File: src/gpa8_cfg.svh
// register offsets, reset values and field layout of the eight-bit port
`ifndef GPA8_CFG_SVH
`define GPA8_CFG_SVH

`define GPA8_OFF_PIN_DIR    12'h000
`define GPA8_OFF_OUT_LATCH  12'h004
`define GPA8_OFF_STANDBY    12'h008
`define GPA8_ADDR_W         12
`define GPA8_DIR_RESET      8'h00
`define GPA8_LATCH_RESET    8'h00
`define GPA8_PULLUP_RESET   8'h00
`define GPA8_STBY_RESET     2'b00
`define GPA8_STBY_HW_BIT    0
`define GPA8_STBY_SW_BIT    1
`define GPA8_RESP_OKAY      2'b00
`define GPA8_RESP_SLVERR    2'b10

`endif

File: src/gpa8_pkg.sv
// types shared by the eight-bit port modules
`default_nettype none
package gpa8_pkg;
  typedef logic [7:0] gpa8_byte_t;
  typedef enum logic [1:0] {
    GPA8_RUN     = 2'b00,
    GPA8_SW_STBY = 2'b01,
    GPA8_HW_STBY = 2'b11
  } gpa8_mode_e;
endpackage
`default_nettype wire

File: src/gpa8_pad_if.sv
// interface carrying pin control and pin levels between core and pad logic
`timescale 1ns/1ps
`default_nettype none
interface gpa8_pad_if;
  gpa8_pkg::gpa8_byte_t direction;
  gpa8_pkg::gpa8_byte_t latch;
  gpa8_pkg::gpa8_mode_e mode;
  gpa8_pkg::gpa8_byte_t pin_level;
  modport core (output direction, output latch, output mode, input pin_level);
  modport pad  (input direction, input latch, input mode, output pin_level);
endinterface
`default_nettype wire

File: src/gpa8_sync.sv
// two-stage synchroniser for a vector of pin levels
`timescale 1ns/1ps
`default_nettype none
module gpa8_sync #(
  parameter int WIDTH = 8
) (
  input  wire logic             clk,
  input  wire logic [WIDTH-1:0] async_in,
  output var  logic [WIDTH-1:0] sync_out
);
  logic [WIDTH-1:0] stage1;

  // no reset: pin state has no defined value, it follows the pins
  always_ff @(posedge clk) begin
    stage1   <= async_in;
    sync_out <= stage1;
  end
endmodule // gpa8_sync
`default_nettype wire

File: src/gpa8_pad.sv
// pad control: output enables, output values and pull-up control per pin
`timescale 1ns/1ps
`default_nettype none
`include "gpa8_cfg.svh"
module gpa8_pad (
  input  wire logic     clk,
  input  wire logic     reset,
  input  wire logic [7:0] pin_in,
  output var  logic [7:0] pin_out,
  output var  logic [7:0] pin_oe,
  output var  logic [7:0] pullup_en,
  gpa8_pad_if.pad       pad
);
  wire logic [7:0] next_pullup;
  wire logic [7:0] sync_level;

  // ****************************************************************
  // pull-up control
  // ****************************************************************
  // sw standby freezes the last state; hw standby forces off
  assign next_pullup =
    (pad.mode == gpa8_pkg::GPA8_HW_STBY) ? 8'h00 :
    (pad.mode == gpa8_pkg::GPA8_SW_STBY) ? pullup_en :
    (~pad.direction & pad.latch);

  always_ff @(posedge clk) begin
    if (reset) begin
      pin_out   <= `GPA8_LATCH_RESET;
      pin_oe    <= `GPA8_DIR_RESET;
      pullup_en <= `GPA8_PULLUP_RESET;
    end else begin
      pin_out   <= pad.latch;
      pin_oe    <= pad.direction;
      pullup_en <= next_pullup;
    end
  end

  // ****************************************************************
  // pin readback
  // ****************************************************************
  gpa8_sync #(.WIDTH(8)) u_sync (
    .clk      (clk),
    .async_in (pin_in),
    .sync_out (sync_level)
  );
  assign pad.pin_level = sync_level;
endmodule // gpa8_pad
`default_nettype wire

File: src/gpa8_port.sv
// eight-bit general-purpose port with AXI4-Lite register access
//
// Implementation choices: the address map and the AXI4-Lite interface to the registers.
`timescale 1ns/1ps
`default_nettype none
`include "gpa8_cfg.svh"

// Function
// - eight pins, each with its own direction, output and pull-up bit.
// - direction bit 1 makes output, 0 makes input; resets to zero.
// - direction is write-only; reading its address returns pin levels.
// - writing the pin-state address stores the value as directions.
// - pin-state read returns the actual pin levels, whatever the direction.
// - pin state has no reset value; it follows the pins.
// - output latch is read/write, resets to zero, drives output pins.
// - direction 1 gives a general output even when chosen as event source.
// - pull-up on only when direction is 0 and latch is 1.
// - pull-ups forced off during reset and hardware standby.
// - on software standby entry each pull-up keeps its state.
module gpa8_port (
  input  wire logic        clk,
  input  wire logic        reset,
  input  wire logic [11:0] s_axi_awaddr,
  input  wire logic        s_axi_awvalid,
  output var  logic        s_axi_awready,
  input  wire logic [31:0] s_axi_wdata,
  input  wire logic [3:0]  s_axi_wstrb,
  input  wire logic        s_axi_wvalid,
  output var  logic        s_axi_wready,
  output var  logic [1:0]  s_axi_bresp,
  output var  logic        s_axi_bvalid,
  input  wire logic        s_axi_bready,
  input  wire logic [11:0] s_axi_araddr,
  input  wire logic        s_axi_arvalid,
  output var  logic        s_axi_arready,
  output var  logic [31:0] s_axi_rdata,
  output var  logic [1:0]  s_axi_rresp,
  output var  logic        s_axi_rvalid,
  input  wire logic        s_axi_rready,
  input  wire logic [7:0]  pin_in,
  output var  logic [7:0]  pin_out,
  output var  logic [7:0]  pin_oe,
  output var  logic [7:0]  pullup_en,
  output var  logic [7:0]  event_counter_input
);
  gpa8_pad_if pad_bus ();

  logic [11:0]          wr_addr;
  logic [7:0]           wr_data;
  logic                 wr_lane0;
  logic                 aw_held;
  logic                 w_held;
  gpa8_pkg::gpa8_byte_t pin_direction_bit;
  gpa8_pkg::gpa8_byte_t pin_output_bit;
  logic [1:0]           standby_ctrl;

  // one decode serves both channels, so reads and writes see the same map
  function automatic logic [2:0] reg_select(input logic [11:0] addr);
    reg_select = {addr == `GPA8_OFF_STANDBY, addr == `GPA8_OFF_OUT_LATCH,
                  addr == `GPA8_OFF_PIN_DIR};
  endfunction

  // ****************************************************************
  // write channel
  // ****************************************************************
  wire logic aw_take  = s_axi_awvalid & s_axi_awready;
  wire logic w_take   = s_axi_wvalid & s_axi_wready;
  wire logic aw_have  = aw_held | aw_take;
  wire logic w_have   = w_held | w_take;
  wire logic [11:0] eff_waddr = aw_take ? s_axi_awaddr : wr_addr;
  wire logic [7:0]  eff_wdata = w_take ? s_axi_wdata[7:0] : wr_data;
  wire logic        eff_lane0 = w_take ? s_axi_wstrb[0] : wr_lane0;
  wire logic do_write = aw_have & w_have & ~s_axi_bvalid;
  wire logic [2:0] wr_sel = reg_select(eff_waddr);
  wire logic hit_dir  = wr_sel[0];
  wire logic hit_lat  = wr_sel[1];
  wire logic hit_stb  = wr_sel[2];
  wire logic wr_known = |wr_sel;

  always_ff @(posedge clk) begin
    if (reset) begin
      aw_held       <= 1'b0;
      w_held        <= 1'b0;
      wr_addr       <= 12'h000;
      wr_data       <= 8'h00;
      wr_lane0      <= 1'b0;
      s_axi_awready <= 1'b0;
      s_axi_wready  <= 1'b0;
      s_axi_bvalid  <= 1'b0;
      s_axi_bresp   <= `GPA8_RESP_OKAY;
    end else begin
      if (aw_take) begin
        wr_addr <= s_axi_awaddr;
      end
      if (w_take) begin
        wr_data  <= s_axi_wdata[7:0];
        wr_lane0 <= s_axi_wstrb[0];
      end
      aw_held <= aw_have & ~do_write;
      w_held  <= w_have & ~do_write;
      // one outstanding write: ready drops once a channel is held
      s_axi_awready <= ~aw_have & ~s_axi_bvalid & ~do_write & ~s_axi_awready;
      s_axi_wready  <= ~w_have & ~s_axi_bvalid & ~do_write & ~s_axi_wready;
      if (do_write) begin
        s_axi_bvalid <= 1'b1;
        s_axi_bresp  <= wr_known ? `GPA8_RESP_OKAY : `GPA8_RESP_SLVERR;
      end else if (s_axi_bready) begin
        s_axi_bvalid <= 1'b0;
      end
    end
  end

  // ****************************************************************
  // port registers
  // ****************************************************************
  // narrow data sits in byte lane 0; other lanes are ignored
  always_ff @(posedge clk) begin
    if (reset) begin
      pin_direction_bit <= `GPA8_DIR_RESET;
      pin_output_bit    <= `GPA8_LATCH_RESET;
      standby_ctrl      <= `GPA8_STBY_RESET;
    end else if (do_write & eff_lane0) begin
      if (hit_dir) begin
        pin_direction_bit <= eff_wdata;
      end
      if (hit_lat) begin
        pin_output_bit <= eff_wdata;
      end
      if (hit_stb) begin
        standby_ctrl <= eff_wdata[1:0];
      end
    end
  end

  // hw standby outranks sw standby
  assign pad_bus.direction = pin_direction_bit;
  assign pad_bus.latch     = pin_output_bit;
  assign pad_bus.mode = standby_ctrl[`GPA8_STBY_HW_BIT] ? gpa8_pkg::GPA8_HW_STBY :
                        standby_ctrl[`GPA8_STBY_SW_BIT] ? gpa8_pkg::GPA8_SW_STBY :
                        gpa8_pkg::GPA8_RUN;

  gpa8_pad u_pad (
    .clk       (clk),
    .reset     (reset),
    .pin_in    (pin_in),
    .pin_out   (pin_out),
    .pin_oe    (pin_oe),
    .pullup_en (pullup_en),
    .pad       (pad_bus.pad)
  );

  // ****************************************************************
  // event inputs
  // ****************************************************************
  // selection lives elsewhere; an output pin still feeds back its own level
  always_ff @(posedge clk) begin
    event_counter_input <= pad_bus.pin_level;
  end

  // ****************************************************************
  // read channel
  // ****************************************************************
  wire logic [2:0] rd_sel = reg_select(s_axi_araddr);
  wire logic rd_dir = rd_sel[0];
  wire logic rd_lat = rd_sel[1];
  wire logic rd_stb = rd_sel[2];
  wire logic [31:0] rd_value =
    rd_dir ? {24'h000000, pad_bus.pin_level} :
    rd_lat ? {24'h000000, pin_output_bit} :
    rd_stb ? {30'h00000000, standby_ctrl} : 32'h00000000;
  wire logic ar_take = s_axi_arvalid & s_axi_arready;

  always_ff @(posedge clk) begin
    if (reset) begin
      s_axi_arready <= 1'b0;
      s_axi_rvalid  <= 1'b0;
      s_axi_rdata   <= 32'h00000000;
      s_axi_rresp   <= `GPA8_RESP_OKAY;
    end else begin
      s_axi_arready <= ~s_axi_arready & ~s_axi_rvalid & ~ar_take;
      if (ar_take) begin
        s_axi_rvalid <= 1'b1;
        s_axi_rdata  <= rd_value;
        s_axi_rresp  <= (rd_dir | rd_lat | rd_stb) ? `GPA8_RESP_OKAY : `GPA8_RESP_SLVERR;
      end else if (s_axi_rready) begin
        s_axi_rvalid <= 1'b0;
      end
    end
  end
endmodule // gpa8_port
`default_nettype wire

File: config.mk
export PLATFORM = sky130hd
export DESIGN_NAME = gpa8_port
export DESIGN_NICKNAME = d
export VERILOG_FILES = /design/src/gpa8_pkg.sv /design/src/gpa8_pad_if.sv /design/src/gpa8_sync.sv /design/src/gpa8_pad.sv /design/src/gpa8_port.sv
export VERILOG_INCLUDE_DIRS = /design/src
export SDC_FILE = /design/constraint.sdc
export NUM_CORES = 1
export LEC_CHECK = 0
export BUFFER_PORTS_ARGS = -buffer_cell sky130_fd_sc_hd__clkbuf_2
export CAP_MARGIN = 20
export CORE_UTILIZATION = 48
export DETAILED_ROUTE_END_ITERATION = 8
export PLACE_DENSITY = 0.77
export SLEW_MARGIN = 20
export SYNTH_ARGS = -nofsm -noshare
export SYNTH_HDL_FRONTEND = slang
export SYNTH_SLANG_ARGS = --single-unit
File: constraint.sdc
create_clock -name clk -period 2.1 [get_ports clk]
set_input_delay 0.105 -clock clk [delete_from_list [all_inputs] [get_ports clk]]
set_output_delay 0.105 -clock clk [all_outputs]
set_load 0.005 [all_outputs]
==> out/metrics.cfg, run 1 <==
[outcome]
status=complete, no violations

[yosys]
yosysTopAreaCell=dfxtp_1
synthCells=360
synth_top_cell_area_share_pct=56.0
synthMostInstantiatedCell=dfxtp_1
synth_xor_area_share_pct=0
synth-compound-area-share_pct=10.1
synth.area.mux_share_pct=7.61
avgSynthCellArea_um2=10.3
synthTopCellsByCount=dfxtp_1, nand2_1, a21oi_1
ys_ff_latch=104
synthAdderAreaFrac_pct=0
synth_ff_type=dfxtp_1
synth_edf_count=0
synth_warnings=0
synthDistinctLibCells=36
ys_async_sr_fraction_pct=0
netlist_top_cells_area=dfxtp_1, buf_4, mux2_2, a21oi_1, nand2_1
yosysSeqAreaShare_pct=56.0
synth_top_family_by_area=simple AND/OR/NAND/NOR gates
synth-simple-area-share_pct=18.4
syn_area_um2=3720

[routing]
routedWlPerCell_um=13.0
drc_errors=0
ant_nets=0
vias_per_cell=4.85
first_pass_iters=4
vias=2815
wirelength_um=7570
drt-initial-drc-count=81

[critical_path]
max_stage_delay_ns=0.54
endpoint_kind=flip-flop
cp.required_ns=2.36
crit_type=input pin to flip-flop
arrival_ns=2.26
path_cells=dlygate4sd3_1, clkbuf_2, nor4_4, nand4_4, a2111oi_4, buf_12, mux2_2
reg2reg_slack_ns=0.14
timing.rr.start=wr_addr[7]
cp_max_fo=8
r2r_end=pad_bus.direction[4]
startpoint_type=input pin
cpMaxStageDelayCell=dlygate4sd3_1
r2r_cells=5

[timing]
finalSetupTns_ns=0
hold_viol=0
slew_viol_final=0
setup_viol=0
skew_ns=0.0134
fmax_mhz=499
tightestPinTransition_ns=0.879
min_period_over_period_pct=95.4
grt_setup_unrepaired=false
timing.hold.ws_ns=0.0190
relSlewSlack_pct=41.4
setup_slack_ns=0.0960
min_period_ns=2.00

[placed_design]
post-place-cells=546
place.gp.congestion=0.834
placed_cell_area_um2=4240
port_buffers=94
place_ws_ns=0.0873
hpwlAfterDp_um=5380

[final_layout]
fin_area_um2=4650
syn_to_final_growth_pct=25.1
layout.cells.non_filler=581
utilization_pct=63.1
nNetsFinal=552
drive_gt1_share_pct=30.9
diodes=0

[die]
die_h_um=90.0
start_util_pct=50.4
die_area_um2=8100
core_area_um2=7370
num_rows=31
io_pins=148
die_w_um=90.0

[hold_path]
hp-start=s_axi_wdata[4]
hp-class=input pin to flip-flop
hold_end=wr_data[4]
hold_path_depth=3

[pwr]
seq_power_share_pct=56.6
netSwitchingPower_mw=0.978
ir_drop_uv=438
swShare_pct=26.8
powerDensity_nw_per_um2=785
comb_power_share_pct=9.0
power_mw=3.65
clockPowerShare_pct=34.3
p_leak_nw=2.02
internal_power_mw=2.67

[global_route]
grt_first_pass_wirelength_um=12500
grtUsageTotal_pct=19.4
grt_max_degree=46
antenna_found_initial=0
grt_pass1_vias=2753
overflow=0

[clocking]
numCtsBuffers=9
htreeDepth=3
clkTransAtPathRegs_ns=0.10
cts.path.max_buffers=2
cts_root_buf=clkbuf_8
cts_tree=built
clkSinkCount=104
clock_latency_ns=0.37

[run]
drv_cap=0

[sequential cells by signal, summed over array words and instances (netlist names), 2 cells and up]
name,flops
event_counter_input,8
pad_bus.direction,8
pad_bus.latch,8
s_axi_rdata,8
standby_ctrl,2
u_pad.pin_oe,8
u_pad.pin_out,8
u_pad.pullup_en,8
u_pad.u_sync.stage1,8
u_pad.u_sync.sync_out,8
wr_addr,12
wr_data,8
[worst max-delay path: cells and delay by family]
family | cells | cell delay (ns)
muxes | 1 | 0.34
and+or+nand+nor | 2 | 0.52
AOI/OAI and AO/OA | 1 | 0.44
buffers and inverters | 3 | 0.85
[layout make-up]
class / count / area [um^2]
clock inverters: 7 / 93.8
well taps: 99 / 124
multi-input cells: 231 / 1440
clock buffers: 9 / 124
repair buffers: 122 / 751
fillers: 612 / 2720
inverters: 9 / 33.8
flip-flops and latches: 104 / 2080
[worst max path at each step]
stage	start	slack, ns	endpoint
5_1_grt	wr_addr[7]	0.004	pad_bus.latch[2]
3_5_place_dp	wr_addr[7]	0.09	pad_bus.direction[4]
2_1_floorplan	wr_addr[7]	0.17	pad_bus.direction[2]
3_3_place_gp	wr_addr[7]	0.15	pad_bus.latch[7]
4_1_cts	wr_addr[7]	0.07	pad_bus.direction[4]
6_report	s_axi_awaddr[7]	0.1	pad_bus.direction[4]
[power by group through the flow]
stage | logic, mW | clock network [mW] | registers [mW]
after floorplan | 0.208 | 0 | 2.11
after global placement | 0.287 | 0 | 2.11
after detailed placement | 0.295 | 0 | 2.11
after CTS | 0.322 | 1.30 | 2.07
after global routing | 0.363 | 1.37 | 2.07
final | 0.329 | 1.25 | 2.06
[cells by family (layout without fill, tap and decap cells)]
logic type / count (synthesis) / after routing
DFF: 104 / 104
buffers and inverters: 50 / 147
other: 1 / 26
AOI/OAI and AO/OA: 56 / 56
and+or+nand+nor: 123 / 123
muxes: 26 / 26
[layer usage]
layer	global-route usage (%)	wire, um	up-vias	part of all wire (%)
met2	33.6	3770	82	50
met5	0	0	-	0
met1	22.5	3200	1296	42
met4	10.1	213	0	2.8
met3	4.48	381	20	5.0
li1	-	-	1417	-
[placed cells by master, fill, tap and decap left out, types with 2 or more instances in the layout]
cell type,instances
nand3_1,9
o2bb2ai_1,2
clkinv_8,4
buf_4,8
nor2_1,20
or2_2,3
a21o_1,2
mux2i_1,8
buf_12,2
a31oi_1,4
clkbuf_2,94
nor2b_1,13
a22oi_1,6
or4_1,2
mux2_2,18
conb_1,26
a2111oi_4,2
nand2b_1,7
nor3b_1,8
inv_1,9
nor4_1,4
a211oi_1,2
nor3_1,6
dfxtp_1,104
inv_6,2
a21oi_1,36
nand2_1,39
clkbuf_8,9
nand4_1,2
nor4_4,2
and4b_1,2
dlygate4sd3_1,18
[repair_timing]
item | CTS | global route
setup buffers | 0 | 1
hold endpoints to repair | 18 | 0
hold buffers | 18 | 0
endpoints found under the setup margin | 0 | 6
resized for setup | 0 | 0
No activity file was read; power rests on OpenSTA's default activity.
==> inputs of run 2 (changes only) <==
--- a/config.mk
+++ b/config.mk
@@ -8,9 +8,9 @@
 export LEC_CHECK = 0
 export BUFFER_PORTS_ARGS = -buffer_cell sky130_fd_sc_hd__clkbuf_2
 export CAP_MARGIN = 20
-export CORE_UTILIZATION = 48
+export CORE_UTILIZATION = 43
 export DETAILED_ROUTE_END_ITERATION = 8
-export PLACE_DENSITY = 0.77
+export PLACE_DENSITY = 0.73
 export SLEW_MARGIN = 20
 export SYNTH_ARGS = -nofsm -noshare
 export SYNTH_HDL_FRONTEND = slang
==> constraint.sdc (replaced) <==
create_clock -name clk -period 1.63 [get_ports clk]
set_input_delay 0.0815 -clock clk [delete_from_list [all_inputs] [get_ports clk]]
set_output_delay 0.0815 -clock clk [all_outputs]
set_load 0.005 [all_outputs]
==> out/metrics.cfg, run 2 (same netlist as run 1, synthesis figures left out) <==
[timing]
setup_viol=18  ; +18
setup_slack_ns=-0.245  ; -0.341 ns
grt_setup_unrepaired=true
timing.hold.ws_ns=0.00543  ; -0.0135 ns
fmax_mhz=533
finalSetupTns_ns=-3.55  ; -3.55 ns
hold_viol=0  ; unchanged
tightestPinTransition_ns=0.701  ; -0.178 ns
min_period_over_period_pct=115
slew_viol_final=0  ; unchanged
relSlewSlack_pct=53.1  ; +12 points
skew_ns=0.00706  ; -0.00638 ns
min_period_ns=1.87

[critical_path]
cp.required_ns=1.89  ; -0.47 ns
crit_type=flip-flop to flip-flop
startpoint=wr_addr[11]
cp_max_fo=7  ; -1
cpMaxStageDelayCell=a2111oi_4
critPathBufInv=1  ; -2
arrival_ns=2.14  ; -0.12 ns
path_delay_family=simple AND/OR/NAND/NOR gates
max_stage_delay_ns=0.40  ; -0.14 ns
endpoint_kind=flip-flop
path_cells=nor4_4, nand4_4, a2111oi_4, buf_6, mux2_2
startpoint_type=flip-flop
timing.rr.start=wr_addr[11]

[pwr]
ir_drop_uv=598  ; +37%
internal_power_mw=3.59  ; +34%
swShare_pct=24.9  ; -2.0 points
netSwitchingPower_mw=1.19  ; +21%
power_mw=4.77  ; +31%
powerDensity_nw_per_um2=981  ; +25%
clockPowerShare_pct=33.8  ; -0.5 points
seq_power_share_pct=55.8  ; -0.8 points
p_leak_nw=2.14  ; +5.6%
comb_power_share_pct=10.3  ; +1.3 points

[final_layout]
largest_reg_flops=12  ; unchanged
utilization_pct=58.6  ; -4.4 points
top_register=wr_addr
final_common_cell=dfxtp_1
fin_area_um2=4870  ; +4.7%
nNetsFinal=573  ; +3.8%
mostFrequentLayoutCells=dfxtp_1, clkbuf_2, nand2_1
syn_to_final_growth_pct=30.9
diodes=0  ; unchanged
drive_gt1_share_pct=34.4  ; +3.5 points
layout.cells.non_filler=608  ; +4.6%

[routing]
ant_nets=0  ; unchanged
drt-initial-drc-count=87  ; +7.4%
vias_per_cell=4.72  ; -2.6%
wirelength_um=8010  ; +5.9%
routedWlPerCell_um=13.2  ; +1.2%
first_pass_iters=5  ; +1
vias=2869  ; +1.9%
drc_errors=0  ; unchanged

[clocking]
cts.path.max_buffers=2  ; unchanged
numCtsBuffers=9  ; unchanged
htreeDepth=3  ; unchanged
clkSinkCount=104  ; unchanged
clock_latency_ns=0.37  ; about the same
cts_tree=built
clkTransAtPathRegs_ns=0.10  ; about the same
cts_root_buf=clkbuf_8

[placed_design]
placed_cell_area_um2=4370  ; +2.9%
port_buffers=94  ; unchanged
hpwlAfterDp_um=5700  ; +6.1%
post-place-cells=569  ; +4.2%
place_ws_ns=-0.296  ; -0.383 ns
place.gp.congestion=0.740  ; -11%

[global_route]
grt_max_degree=28  ; -39%
overflow=0  ; unchanged
grt_pass1_vias=2663  ; -3.3%
antenna_found_initial=0  ; unchanged
grtUsageTotal_pct=18.1  ; -1.3 points
grt_first_pass_wirelength_um=12100  ; -2.7%

[hold_path]
hp-class=input pin to flip-flop
hp-start=s_axi_wdata[6]

[die]
die_h_um=95.0  ; +5.5%
die_w_um=95.0  ; +5.5%
die_area_um2=9020  ; +11%
core_area_um2=8300  ; +13%
io_pins=148  ; unchanged
num_rows=33  ; +6.5%
start_util_pct=44.8  ; -5.6 points

[outcome]
status=complete, but fails checks
violations=negative setup slack

[run]
drv_cap=0  ; unchanged

==> run 2: changes by cell type in the layout (fill, tap and decap cells not counted), moves of 4 or more <==
cell      before  now
buf_4          8   26
mux2_2        18   12
mux2_4         0    6
buf_6          0    4
clkinv_8       4    0
==> run 2: final cells by class <==
class / instances / area, um^2
tap: 105 / 131
timing repair buffer: 143 / 901
multi-input combinational: 231 / 1510
clock inverter: 7 / 78.8
fill: 697 / 3430
clock buffer: 9 / 124
sequential: 104 / 2080
inverter: 9 / 33.8
==> run 2: path summary, 6_finish.rpt <==
check | end | slack [ns] | cells after the start
hold reg to reg | u_pad.u_sync.sync_out[5] | 0.33 | 0
setup reg to reg | pad_bus.direction[4] | -0.24 | 5
setup / recovery | pad_bus.direction[4] | -0.24 | 5
hold / removal | wr_data[6] | 0.005 | 3
==> run 2: what timing repair did <==
action,4_1_cts,5_1_grt
hold endpoints to repair,19,0
setup buffers,4,1
resized for setup,4,12
setup endpoints to repair,18,18
pin swaps,2,2
hold buffers,19,0
==> run 2: layer usage <==
layer,GRT usage (%),share of wire [%],routed length [um],vias up
met5,0,0,0,-
met2,31.0,49,3960,87
li1,-,-,-,1455
met3,4.51,4.9,389,11
met4,7.70,1.3,103,0
met1,21.5,44,3560,1316
==> run 2: power by group through the flow <==
stage	combinational, mW	sequential (mW)	clock [mW]
2_1_floorplan	0.271	2.72	0
3_3_place_gp	0.411	2.72	0
3_5_place_dp	0.421	2.72	0
4_1_cts	0.476	2.66	1.64
5_1_grt	0.548	2.67	1.76
6_report	0.494	2.66	1.62
==> run 2: tightest hold or removal path, cell delays in order <==
cell,delay [ns]
clkbuf_2,0.08
nand3_1,0.06
a21oi_1,0.09
==> inputs of run 3 (changes only) <==
--- a/config.mk
+++ b/config.mk
@@ -8,6 +8,7 @@
 export LEC_CHECK = 0
 export BUFFER_PORTS_ARGS = -buffer_cell sky130_fd_sc_hd__clkbuf_2
 export CAP_MARGIN = 20
+export CORE_MARGIN = 4
 export CORE_UTILIZATION = 43
 export DETAILED_ROUTE_END_ITERATION = 8
 export PLACE_DENSITY = 0.73
==> constraint.sdc (replaced) <==
create_clock -name clk -period 1.63 [get_ports clk]
set_input_delay 0.0815 -clock clk [delete_from_list [all_inputs] [get_ports clk]]
set_output_delay 0.0815 -clock clk [all_outputs]
set_load 0.01 [all_outputs]
==> out/metrics.cfg, run 3 (same netlist as run 1, synthesis figures left out) <==
[outcome]
status=complete, but fails checks
violations=negative setup slack

[clocking]
cts_root_buf=clkbuf_8
numCtsBuffers=9  ; unchanged
htreeDepth=3  ; unchanged
clkSinkCount=104  ; unchanged
cts_tree=built
clock_latency_ns=0.36  ; about the same
cts.path.max_buffers=2  ; unchanged
clkTransAtPathRegs_ns=0.09  ; about the same

[timing]
setup_slack_ns=-0.224  ; +0.0210 ns
min_period_over_period_pct=114  ; -1.3 points
setup_viol=18  ; unchanged
tightestPinTransition_ns=0.617  ; -0.0837 ns
slew_viol_final=0  ; unchanged
grt_setup_unrepaired=true
relSlewSlack_pct=58.9  ; +5.8 points
min_period_ns=1.85  ; -0.0210 ns
fmax_mhz=539  ; +1.1%
hold_viol=0  ; unchanged
skew_ns=0.00540  ; -0.00165 ns

[critical_path]
r2r_end=pad_bus.latch[2]
path_delay_family=simple AND/OR/NAND/NOR gates
cpMaxStageDelayCell=a2111oi_4
critPathBufInv=1  ; unchanged
max_stage_delay_ns=0.37  ; -0.03 ns
cp_max_fo=4  ; -3
startpoint_type=flip-flop
timing.rr.start=wr_addr[7]
r2r_cells=5  ; unchanged
arrival_ns=2.10  ; -0.04 ns
cp.required_ns=1.88  ; about the same
path_cells=nor4_4, nand4_4, a2111oi_4, buf_4, mux2_4
reg2reg_slack_ns=-0.22  ; +0.02 ns
endpoint_kind=flip-flop
crit_type=flip-flop to flip-flop

[final_layout]
mostFrequentLayoutCells=dfxtp_1, clkbuf_2, nand2_1
diodes=0  ; unchanged
fin_area_um2=4900  ; +0.77%
drive_gt1_share_pct=35.4  ; +1.0 points
largest_reg_flops=12  ; unchanged
nNetsFinal=578  ; +0.87%
syn_to_final_growth_pct=32.0
utilization_pct=59.1  ; +0.45 points
nFillCells=697  ; unchanged
final_common_cell=dfxtp_1
top_register=wr_addr

[placed_design]
placed_cell_area_um2=4390  ; +0.66%
place_ws_ns=-0.384  ; -0.0884 ns
port_buffers=94  ; unchanged
place.gp.congestion=0.811  ; +9.6%
hpwlAfterDp_um=6310  ; +11%

[global_route]
overflow=0  ; unchanged
grt_first_pass_wirelength_um=13700  ; +12%
antenna_found_initial=0  ; unchanged
grt_max_degree=31  ; +11%
grtUsageTotal_pct=16.8  ; -1.3 points
grt_pass1_vias=2901  ; +8.9%

[routing]
drc_errors=0  ; unchanged
vias_per_cell=4.82  ; +2.1%
first_pass_iters=6  ; +1
vias=2953  ; +2.9%
wirelength_um=8510  ; +6.2%
drt-initial-drc-count=91  ; +4.6%
ant_nets=0  ; unchanged
routedWlPerCell_um=13.9  ; +5.3%

[die]
core_area_um2=8300  ; unchanged
die_h_um=101  ; +6.3%
start_util_pct=44.8  ; unchanged
die_w_um=101  ; +6.3%
io_pins=148  ; unchanged
die_area_um2=10200  ; +13%
num_rows=33  ; unchanged

[run]
drv_cap=0  ; unchanged

[hold_path]
hold_path_depth=3  ; unchanged
hp-start=s_axi_wdata[6]
hold_end=wr_data[6]
hp-class=input pin to flip-flop

[pwr]
ir_drop_uv=570  ; -4.7%
powerDensity_nw_per_um2=948  ; -3.4%
p_leak_nw=2.16  ; +0.96%

run 3: cell types whose count changed in the layout (fill, tap and decap cells not counted), moves of 2 or more:
| cell | delta |
|---|---|
| buf_4 | +6 |
| clkinv_4 | +2 |
| mux2_2 | -6 |
| mux2_4 | +6 |
run 3: final cells by class:
cell class | count | area [um^2] | area share, %
multi-input combinational | 231 | 1540 | 31.4
sequential | 104 | 2090 | 42.5
clock inverter | 7 | 55.1 | 1.12
inverter | 9 | 33.8 | 0.689
clock buffer | 9 | 124 | 2.53
tap | 105 | 131 | 2.68
timing repair buffer | 148 | 935 | 19.1
run 3: how the worst max path moves through the flow:
| stage | to | cells past startpoint | slack [ns] | from |
|---|---|---|---|---|
| after global routing | pad_bus.direction[5] | 5 | -0.31 | wr_addr[7] |
| after global placement | pad_bus.direction[4] | 5 | -0.28 | wr_addr[7] |
| after CTS | pad_bus.direction[4] | 5 | -0.25 | wr_addr[0] |
| final | pad_bus.latch[2] | 5 | -0.22 | wr_addr[7] |
| after detailed placement | pad_bus.direction[7] | 5 | -0.38 | wr_addr[7] |
| after floorplan | pad_bus.direction[2] | 4 | -0.31 | wr_addr[11] |
run 3: worst min-delay path, delay by kind of cell:
kind                   cells  cell delay, ns
AO/OA/AOI/OAI              1            0.09
AND/OR/NAND/NOR            1            0.06
buffers and inverters      1            0.08
run 3: power breakdown:
part	switching, mW	internal, mW	total, mW
combinational	0.287	0.254	0.541
clock	0.873	0.568	1.44
sequential	0.0444	2.62	2.66
run 3: repair_timing:
item | CTS | global route
hold endpoints to repair | 19 | 0
setup buffers | 5 | 2
pin swaps | 4 | 4
setup endpoints to repair | 18 | 18
gates resized for setup | 19 | 6
hold buffers | 19 | 0
run 3: stage by stage:
stage | hold WS (ns) | setup TNS (ns) | power [mW] | instances
after floorplan | 0.109 | -4.16 | 3.01 | 385
after global placement | 0.184 | -3.86 | 3.16 | 573
after detailed placement | 0.186 | -5.41 | 3.18 | 573
after CTS | 0.00622 | -3.91 | 4.68 | 612
after global routing | 0.0138 | -5.18 | 4.85 | 613
final | 0.0124 | -3.48 | 4.65 | 613
run 3: per-layer routing:
layer  wire (um)  global-route usage (%)
met4         123                    5.83
met5           0                       0
met2        4250                    28.6
met1        3620                    21.2
met3         510                    3.67
